### config.mk
export PLATFORM = sky130hd
export DESIGN_NAME = adc_device_flat
export DESIGN_NICKNAME = d
export VERILOG_FILES = /design/src/adc_link_pkg.sv /design/src/adc_link_if.sv /design/src/adc_device.sv /design/src/sync_edge.sv /design/src/flat_wrapper.sv
export SDC_FILE = /design/constraint.sdc
export NUM_CORES = 1
export LEC_CHECK = 0
export ABC_CLOCK_PERIOD_IN_PS = 3800
export BUFFER_PORTS_ARGS = -buffer_cell sky130_fd_sc_hd__buf_2
export CAP_MARGIN = 5
export CORE_MARGIN = 2
export CORE_UTILIZATION = 25
export DETAILED_ROUTE_END_ITERATION = 6
export PLACE_DENSITY = 0.44
export REMOVE_ABC_BUFFERS = 1
export SYNTH_ARGS = -nofsm -noshare
export SYNTH_HDL_FRONTEND = slang
export SYNTH_SLANG_ARGS = --single-unit
### constraint.sdc
create_clock -name ref_clk -period 3.8 [get_ports ref_clk]
set_input_delay 0.76 -clock ref_clk [delete_from_list [all_inputs] [get_ports ref_clk]]
set_output_delay 0.76 -clock ref_clk [all_outputs]
set_load 0.005 [all_outputs]
### src/adc_link_pkg.sv
// Function
// - Continuous conversion; ready line low on result
// - Rising shift edges present MSB first
// - Extra edge after 24 bits forces high
// - Otherwise line holds last shifted bit
// - Host reads after low, within period
// - Host avoids clocks during update interval
// - Durations scale with conversion clock period (counts here are fixed at the nominal clock)
// - Host gives two extra clocks for calibration
// - 25th edge high; 26th fall starts calibration
// - Host keeps clocks minimal during calibration
// - Inputs disconnected, calibration signal applied
// - Calibration ends low with settled result
// - Host raises shift clock to request standby
// - Standby after shift clock held high
// - Standby powers down analog, clock kept
// - Host drops shift clock to wake
// - First result after wake at fixed delay
// - Result is 24-bit two's complement, clipped
// - Rate select picks slow or fast rate
package adc_link_pkg;
    localparam int    DATA_W       = 24;
    localparam int    CNT_W        = 32;
    localparam real   REF_CLK_MHZ  = 10.0;
    localparam real   CONV_CLK_MHZ = 4.9152;
    // Nominal durations at the nominal conversion clock, in microseconds
    localparam real   T_CONV_FAST_US   = 12500.0;
    localparam real   T_CONV_SLOW_US   = 100000.0;
    localparam real   T_UPDATE_US      = 39.0;
    localparam real   T_CAL_FAST_US    = 101280.0;
    localparam real   T_CAL_SLOW_US    = 801020.0;
    localparam real   T_STBY_FAST_US   = 12460.0;
    localparam real   T_STBY_SLOW_US   = 99960.0;
    localparam real   T_WAKE_FAST_US   = 52510.0;
    localparam real   T_WAKE_SLOW_US   = 401800.0;
    localparam real   T_ARM_FAST_US    = 12440.0;
    localparam real   T_ARM_SLOW_US    = 99940.0;
    // Derived counts of ref_clk cycles (least times round up)
    localparam int    CONV_FAST_CYC = int'($ceil(T_CONV_FAST_US * REF_CLK_MHZ));
    localparam int    CONV_SLOW_CYC = int'($ceil(T_CONV_SLOW_US * REF_CLK_MHZ));
    localparam int    UPDATE_CYC    = int'($ceil(T_UPDATE_US * REF_CLK_MHZ));
    localparam int    CAL_FAST_CYC  = int'($ceil(T_CAL_FAST_US * REF_CLK_MHZ));
    localparam int    CAL_SLOW_CYC  = int'($ceil(T_CAL_SLOW_US * REF_CLK_MHZ));
    localparam int    STBY_FAST_CYC = int'($ceil(T_STBY_FAST_US * REF_CLK_MHZ));
    localparam int    STBY_SLOW_CYC = int'($ceil(T_STBY_SLOW_US * REF_CLK_MHZ));
    localparam int    WAKE_FAST_CYC = int'($ceil(T_WAKE_FAST_US * REF_CLK_MHZ));
    localparam int    WAKE_SLOW_CYC = int'($ceil(T_WAKE_SLOW_US * REF_CLK_MHZ));
    localparam int    ARM_FAST_CYC  = int'($floor(T_ARM_FAST_US * REF_CLK_MHZ));
    localparam int    ARM_SLOW_CYC  = int'($floor(T_ARM_SLOW_US * REF_CLK_MHZ));
    localparam logic [5:0] BIT_CAL_HIGH  = 6'h19;  // 25th edge
    localparam logic [5:0] BIT_CAL_START = 6'h1a;  // 26th edge
    localparam logic [5:0] BIT_MAX       = 6'h3f;
    localparam logic [DATA_W-1:0] CODE_POS_MAX = 24'h7fffff;
    localparam logic [DATA_W-1:0] CODE_NEG_MAX = 24'h800000;
    localparam logic [CNT_W-1:0]  CNT_ONE      = 32'h00000001;
    localparam logic [7:0]        SCLK_HALF    = 8'h02;    // Host shift half period
    localparam logic [5:0]        HOST_CAL_EDGES = 6'h1a;
endpackage

### src/adc_link_if.sv
`timescale 1ns/1ns
// Two-wire link: host drives shift clock, device drives ready/data line
interface adc_link_if;
    logic shift_clk;
    logic ready_data_out;
    modport dev  (input shift_clk, output ready_data_out);
    modport host (output shift_clk, input ready_data_out);
endinterface // adc_link_if

### src/adc_device.sv
`timescale 1ns/1ns
// Converter end: conversion timing, serial readout, calibration and standby
module adc_device
    import adc_link_pkg::*;
#(
    parameter int CONV_FAST = CONV_FAST_CYC,
    parameter int CONV_SLOW = CONV_SLOW_CYC,
    parameter int CAL_FAST  = CAL_FAST_CYC,
    parameter int CAL_SLOW  = CAL_SLOW_CYC,
    parameter int STBY_FAST = STBY_FAST_CYC,
    parameter int STBY_SLOW = STBY_SLOW_CYC,
    parameter int WAKE_FAST = WAKE_FAST_CYC,
    parameter int WAKE_SLOW = WAKE_SLOW_CYC
) (
    input  wire logic              ref_clk,
    input  wire logic              sys_rst,
    adc_link_if.dev                link,
    input  wire logic              rate_fast,
    input  wire logic signed [31:0] sample_in,
    output logic                   cal_active,
    output logic                   analog_on
);
    // Wake-up settling reuses the calibration state: both keep the
    // inputs off and end with a fully settled result
    typedef enum logic [1:0] {
        ST_RUN  = 2'b00,
        ST_CAL  = 2'b01,
        ST_STBY = 2'b10
    } dev_state_t;

    dev_state_t              state_r;
    logic [CNT_W-1:0]        conv_cnt_r;
    logic [CNT_W-1:0]        high_cnt_r;
    logic [DATA_W-1:0]       shreg_r;
    logic [5:0]              bit_cnt_r;
    logic                    dout_r;
    logic                    rate_r;
    logic                    sclk_lvl;
    logic                    sclk_rise;
    logic                    sclk_fall;
    logic [CNT_W-1:0]        period;
    logic [CNT_W-1:0]        stby_lim;
    logic                    conv_done;
    logic                    update_win;
    logic [DATA_W-1:0]       clipped;
    // Readout strobes
    logic                    load_result;
    logic                    hold_end;
    logic                    shift_step;
    logic                    in_data;

    // Shift clock edges act three ref_clk cycles after the pin moves;
    // the host must keep each half period at least that long
    sync_edge i_sync_edge (
        .ref_clk (ref_clk),
        .sys_rst (sys_rst),
        .din     (link.shift_clk),
        .level   (sclk_lvl),
        .rise    (sclk_rise),
        .fall    (sclk_fall)
    );

    // Rate pin sampled through two flops as well
    // A rate change sets the period at the next result reload, the standby limit at once
    logic rate_meta_r;
    always_ff @(posedge ref_clk or posedge sys_rst) begin
        if (sys_rst) begin
            rate_meta_r <= 1'b0;
            rate_r      <= 1'b0;
        end else begin
            rate_meta_r <= rate_fast;
            rate_r      <= rate_meta_r;
        end
    end

    // Period per rate; counts already scaled to ref_clk
    assign period   = rate_r ? CNT_W'(CONV_FAST) : CNT_W'(CONV_SLOW);
    assign stby_lim = rate_r ? CNT_W'(STBY_FAST) : CNT_W'(STBY_SLOW);
    // Countdown reaches one on the cycle a result is loaded
    assign conv_done = (conv_cnt_r == CNT_ONE);
    // Update interval precedes each new result; line driven high at its start
    assign update_win = (state_r == ST_RUN) && (conv_cnt_r <= CNT_W'(UPDATE_CYC));

    // Two's complement clip to the 24-bit extremes
    // Inputs beyond full scale stick at the extreme codes, never wrap
    always_comb begin
        if (sample_in > 32'sh007fffff) begin
            clipped = CODE_POS_MAX;
        end else if (sample_in < -32'sh00800000) begin
            clipped = CODE_NEG_MAX;
        end else begin
            clipped = sample_in[DATA_W-1:0];
        end
    end

    // Time held high for standby entry
    // Counting also runs while calibrating, but only RUN acts on it;
    // saturation keeps a very long high spell from wrapping to zero
    always_ff @(posedge ref_clk or posedge sys_rst) begin
        if (sys_rst) begin
            high_cnt_r <= '0;
        end else if (!sclk_lvl || state_r == ST_STBY) begin
            high_cnt_r <= '0;
        end else if (high_cnt_r != '1) begin
            high_cnt_r <= high_cnt_r + CNT_ONE;
        end
    end

    // Mode sequencing and conversion countdown
    // A standby request wins over a calibration start in the same cycle
    always_ff @(posedge ref_clk or posedge sys_rst) begin
        if (sys_rst) begin
            state_r    <= ST_RUN;
            conv_cnt_r <= CNT_W'(CONV_SLOW);
        end else begin
            case (state_r)
                ST_RUN: begin
                    if (sclk_lvl && high_cnt_r >= stby_lim) begin
                        state_r <= ST_STBY;
                    end else if (sclk_fall && bit_cnt_r == BIT_CAL_START) begin
                        state_r    <= ST_CAL;
                        conv_cnt_r <= rate_r ? CNT_W'(CAL_FAST) : CNT_W'(CAL_SLOW);
                    end else if (conv_done) begin
                        conv_cnt_r <= period;
                    end else begin
                        conv_cnt_r <= conv_cnt_r - CNT_ONE;
                    end
                end
                ST_CAL: begin
                    // Further clocks are tolerated while calibrating
                    if (conv_done) begin
                        state_r    <= ST_RUN;
                        conv_cnt_r <= period;
                    end else begin
                        conv_cnt_r <= conv_cnt_r - CNT_ONE;
                    end
                end
                ST_STBY: begin
                    // Edges are ignored here; only the low level wakes
                    if (!sclk_lvl) begin
                        state_r    <= ST_CAL;
                        conv_cnt_r <= rate_r ? CNT_W'(WAKE_FAST) : CNT_W'(WAKE_SLOW);
                    end
                end
                default: begin
                    state_r <= ST_RUN;
                end
            endcase
        end
    end

    // Inputs are off while calibrating or settling after wake
    assign cal_active = (state_r == ST_CAL);
    // Only standby powers the analog side down; the clock keeps running
    assign analog_on  = (state_r != ST_STBY);

    // Readout strobes shared by the counter, shifter and line processes
    assign load_result = conv_done && (state_r != ST_STBY);
    assign hold_end    = update_win && (conv_cnt_r == CNT_W'(UPDATE_CYC));
    assign shift_step  = sclk_rise && (bit_cnt_r != BIT_MAX) && !hold_end
                         && (state_r != ST_STBY);
    assign in_data     = (bit_cnt_r < 6'(DATA_W));

    // Edge counter; stops at its top so stray clocks cannot wrap it
    always_ff @(posedge ref_clk or posedge sys_rst) begin
        if (sys_rst) begin
            bit_cnt_r <= '0;
        end else if (load_result) begin
            bit_cnt_r <= '0;
        end else if (shift_step) begin
            bit_cnt_r <= bit_cnt_r + 6'h01;
        end
    end

    // Result shifter, most significant bit first
    always_ff @(posedge ref_clk or posedge sys_rst) begin
        if (sys_rst) begin
            shreg_r <= '0;
        end else if (load_result) begin
            shreg_r <= clipped;
        end else if (shift_step && in_data) begin
            shreg_r <= {shreg_r[DATA_W-2:0], 1'b0};
        end
    end

    // Ready/data line: low on a new result, then one bit per rising edge
    always_ff @(posedge ref_clk or posedge sys_rst) begin
        if (sys_rst) begin
            dout_r <= 1'b1;
        end else if (load_result) begin
            dout_r <= 1'b0;
        end else if (hold_end) begin
            dout_r <= 1'b1;                              // End of hold
        end else if (state_r == ST_STBY) begin
            dout_r <= 1'b1;
        end else if (shift_step) begin
            if (in_data) begin
                dout_r <= shreg_r[DATA_W-1];
            end else begin
                dout_r <= 1'b1;
            end
        end
    end

    // Pin driven straight from the flop so it never glitches
    assign link.ready_data_out = dout_r;
endmodule // adc_device

### src/sync_edge.sv
`timescale 1ns/1ns
// Two-flop synchroniser with rise and fall detect on the second stage
module sync_edge (
    input  wire logic ref_clk,
    input  wire logic sys_rst,
    input  wire logic din,
    output logic      level,
    output logic      rise,
    output logic      fall
);
    logic meta_r;
    logic sync_r;
    logic last_r;

    // Only sync_r reads meta_r
    always_ff @(posedge ref_clk or posedge sys_rst) begin
        if (sys_rst) begin
            meta_r <= 1'b0;
            sync_r <= 1'b0;
            last_r <= 1'b0;
        end else begin
            meta_r <= din;
            sync_r <= meta_r;
            last_r <= sync_r;
        end
    end

    assign level = sync_r;
    assign rise  = sync_r & ~last_r;
    assign fall  = ~sync_r & last_r;
endmodule // sync_edge
### src/flat_wrapper.sv
// flat-port wrapper written by rule: the top's interface ports become plain ports
module adc_device_flat import adc_link_pkg::*;
#(
    parameter int CONV_FAST = CONV_FAST_CYC,
    parameter int CONV_SLOW = CONV_SLOW_CYC,
    parameter int CAL_FAST  = CAL_FAST_CYC,
    parameter int CAL_SLOW  = CAL_SLOW_CYC,
    parameter int STBY_FAST = STBY_FAST_CYC,
    parameter int STBY_SLOW = STBY_SLOW_CYC,
    parameter int WAKE_FAST = WAKE_FAST_CYC,
    parameter int WAKE_SLOW = WAKE_SLOW_CYC
)
  (ref_clk, sys_rst, rate_fast, sample_in, cal_active, analog_on, link_shift_clk, link_ready_data_out);
  adc_link_if link_i ();
  input  wire logic ref_clk;
  input  wire logic sys_rst;
  input  wire logic rate_fast;
  input  wire logic signed [31:0] sample_in;
  output logic cal_active;
  output logic analog_on;
  input wire logic [$bits(link_i.shift_clk)-1:0] link_shift_clk;
  output wire logic [$bits(link_i.ready_data_out)-1:0] link_ready_data_out;
  assign link_i.shift_clk = link_shift_clk;
  assign link_ready_data_out = link_i.ready_data_out;
  adc_device #(.CONV_FAST(CONV_FAST), .CONV_SLOW(CONV_SLOW), .CAL_FAST(CAL_FAST), .CAL_SLOW(CAL_SLOW), .STBY_FAST(STBY_FAST), .STBY_SLOW(STBY_SLOW), .WAKE_FAST(WAKE_FAST), .WAKE_SLOW(WAKE_SLOW)) u_core (.ref_clk(ref_clk), .sys_rst(sys_rst), .link(link_i), .rate_fast(rate_fast), .sample_in(sample_in), .cal_active(cal_active), .analog_on(analog_on));
endmodule
==> run_results.csv <==
group,metric,value,unit
synth,muxShareOfSynthArea,0.332,%
setup_path,critPathLaunchType,"flip-flop",
synth,synth-compound-area-share,21.0,%
setup_path,r2r_start,"u_core.rate_r$_DFF_PP0_",
power,p_per_area,598,nW/um^2
floorplanning,start_util,25.4,%
global_routing,grt_pass1_vias,5492,
routing,drtAntennaViolNets,0,
synth,synth_area_per_cell,8.65,sq um
cts,cts_made_buffers,9,
power,irDropWorstVdd,0.361,mV
routing,drc_errors,0,
cts,cts_max_level,3,
synth,synth_top_family_by_area,"simple AND/OR/NAND/NOR gates",
cells_and_area,fin_area,7240,sq um
sta,fmax,327,MHz
cells_and_area,multiInputGateArea,3610,sq um
routing,vias_per_cell,5.08,
cells_and_area,fin_nets,815,
synth,synth_fa_ha_area_share,3.71,%
cells_and_area,final_cells,1095,
placed_design,place_inst,1079,
routing,vias,5561,
floorplanning,die-area,26900,sq um
min_path,min_path_type,"flip-flop to flip-flop",
sta,whs,354,ps
cts,cts_tree,"built",
global_routing,grt_pass1_wl,29.2,mm
synth,syn_area,6410,sq um
floorplanning,die_x,164,um
setup_path,crit_slowest_cell,"nor2_2",
sta,rsz0062_at_grt,"false",
global_routing,use_met3,2.80,%
setup_path,path_class,"flip-flop to flip-flop",
flow_run,maxCapViolCount,0,
cells_and_area,area_growth_syn_to_layout,13.0,%
outcome,outcome,"finished, final reports clean",
floorplanning,io_pins,39,
global_routing,grtUsageMet1,18.6,%
floorplanning,die_height,164,um
setup_path,crit_fanout,12,
cts,cts_resized,0,
setup_path,cp.arrival,3350,ps
global_routing,grt_use_met2,22.0,%
synth,synth_xor_area_share,4.51,%
floorplanning,row_count,58,
synth,ys.flop_type,"dfrtp_1",
routing,drt_iter0_drc,478,
setup_path,path_cells,"buf_4 > inv_1 > ha_1 > a211oi_1 > a21oi_1 > o31ai_1 > a31oi_2 > nor2_2 > mux2_2",
setup_path,cpPeakStageDelay,470,ps
setup_path,end_kind,"flip-flop",
sta,setup_violations,0,
floorplanning,fp.coreArea,25200,sq um
synth,yosysWarningCount,0,
synth,synth_seq_cells,102,
synth,synthArstFlopShare,100,%
synth,synthDistinctLibCells,70,
routing,wl,17.6,mm
sta,hold_viol,0,
cells_and_area,fillers,2688,
sta,max_slew_margin,43.7,%
synth,seq_area_frac_synth,40.0,%
cts,path_clk_slew,80,ps
min_path,min_from,"u_core.i_sync_edge.meta_r$_DFF_PP0_",
placed_design,port_buffers,38,
setup_path,cp.required,4100,ps
global_routing,grt_overflow_total,0,
synth,synth_edf_count,0,
placed_design,gp_congestion,0.822,
routing,first_pass_iters,5,
sta,clock_skew,14.2,ps
cells_and_area,seq_area,2560,sq um
global_routing,grt_usage,13.6,%
placed_design,dp_hpwl,12.3,mm
global_routing,antenna_found_initial,0,
routing,wl_per_cell,16.1,um
cts,clock_sinks,102,
setup_path,startpoint,"u_core.rate_r$_DFF_PP0_",
sta,fin_crit,3060,ps
synth,netlist_instances,741,
sta,slew_violations,0,
cells_and_area,antenna_cells,0,
power,p_leak,2.88,nW
cts,post_cts_buffers,0,
cts,clockRootBuffer,"clkbuf_16",
cts,clk_latency,370,ps
sta,layout_worst_path_cycle_share,80.5,%
cells_and_area,drive_gt1_share,13.2,%
cts,clock_path_buffers,2,
global_routing,grt_max_degree,54,
placed_design,placed_cell_area,6940,sq um
sta,tns,0,ps
synth,synth-simple-area-share,26.6,%
sta,tightest_slew,838,ps
cts,hold_buffers,0,
global_routing,top_usage_layer,"met2",
worst max-delay path, delay by kind of cell, from the launching register on:
| family | cells | cell delay, ps |
|---|---|---|
| AOI/OAI and AO/OA | 4 | 1050 |
| adders and majority gates | 1 | 300 |
| buffers and inverters | 2 | 400 |
| DFF | 1 | 360 |
| muxes | 1 | 380 |
| and+or+nand+nor | 1 | 470 |
through the flow:
| step | setup slack, ps | util (%) | power, mW |
|---|---|---|---|
| 6_report | 742 | 28.7 | 4.33 |
| 4_1_cts | 746 | 28.7 | 4.38 |
| 5_1_grt | 490 | 28.7 | 4.67 |
| 2_1_floorplan | 378 | - | 2.86 |
| 3_5_place_dp | 760 | 27.5 | 3.39 |
| 3_3_place_gp | 823 | 27.5 | 3.39 |
cell usage in the layout, fill, tap and decap left out, drive strengths merged, types with 5 or more instances in the layout:
| master | count |
|---|---|
| o21ai | 96 |
| dfrtp | 94 |
| nand2 | 88 |
| nor2 | 61 |
| buf | 49 |
| nand3 | 45 |
| nor3 | 33 |
| a21oi | 23 |
| xor2 | 22 |
| o2bb2ai | 22 |
| inv | 21 |
| nor4 | 20 |
| ha | 19 |
| nand4 | 18 |
| o31ai | 14 |
| a31oi | 13 |
| xnor2 | 11 |
| clkbuf | 9 |
| dfstp | 8 |
| or3 | 8 |
| nand2b | 7 |
| a211oi | 7 |
| and4 | 6 |
| and3 | 6 |
| o31a | 5 |
| nand4b | 5 |
sequential cells by signal (all words and copies together) (netlist names), 2 cells and up:
signal / count
u_core.high_cnt_r: 32
u_core.state_r: 2
u_core.shreg_r: 24
u_core.conv_cnt_r: 32
u_core.bit_cnt_r: 6
worst paths after layout:
path	to	slack (ps)	cells past startpoint
worst max-delay path	u_core.conv_cnt_r[19]$_DFFE_PP1P_	740	9
worst min-delay path	u_core.i_sync_edge.level$_DFF_PP0_	350	0
worst max register to register	u_core.conv_cnt_r[19]$_DFFE_PP1P_	740	9
worst min register to register	u_core.i_sync_edge.level$_DFF_PP0_	350	0
max in group asynchronous	u_core.link.ready_data_out$_DFFE_PP1P_	2500	3
min in group asynchronous	u_core.high_cnt_r[24]$_DFFE_PP0P_	510	2
Yosys cell counts (all sizes together) (3+ instances only):
cell,n,area (sq um)
xnor2,11,96.3
ha,19,238
nand2,88,330
nand4,18,119
a22o,3,26.3
nor3b,3,27.5
o31a,5,43.8
a31oi,13,87.6
nor3,33,180
and4,6,52.6
nand3,45,230
nor2,61,234
nand4b,5,58.8
xor2,22,193
nor4bb,3,30.0
a21oi,23,115
dfrtp,94,2350
a211oi,7,52.6
o31ai,14,119
o41ai,3,26.3
and2,4,25.0
buf,14,73.8
inv,18,67.6
or3,8,55.1
clkbuf,27,103
and3,6,37.5
o311a,3,30.0
dfstp,8,210
o2bb2ai,22,193
nand2b,7,43.8
nor4,20,198
o21ai,96,480
nor2b,3,18.8
a2bb2oi,4,35.0
area by class of cell:
| cell class | instances | share of cell area, % |
|---|---|---|
| tap | 330 | 5.70 |
| sequential | 102 | 35.4 |
| multi-input combinational | 580 | 49.8 |
| inverter | 18 | 0.968 |
| timing repair buffer | 49 | 3.94 |
| clock buffer | 9 | 3.11 |
| clock inverter | 7 | 1.07 |
cell families after synthesis:
logic type                 count (synthesis)
AOI/OAI and AO/OA                        208
xor gates and xnor gates                  33
adders and majority gates                 19
buffers and inverters                     59
DFF                                      102
muxes                                      2
and+or+nand+nor                          318
routing by layer:
metal	up-vias	part of all wire [%]	wire length (um)
met4	0	1.2	216
li1	2767	-	-
met3	13	3.8	676
met5	-	0	0
met2	99	46	8120
met1	2682	49	8610
where the power goes:
group	switching, mW	internal [mW]
Sequential	0.276	1.35
Combinational	1.09	0.646
Clock	0.501	0.469
Note: power is estimated with default switching activity, not from simulation.
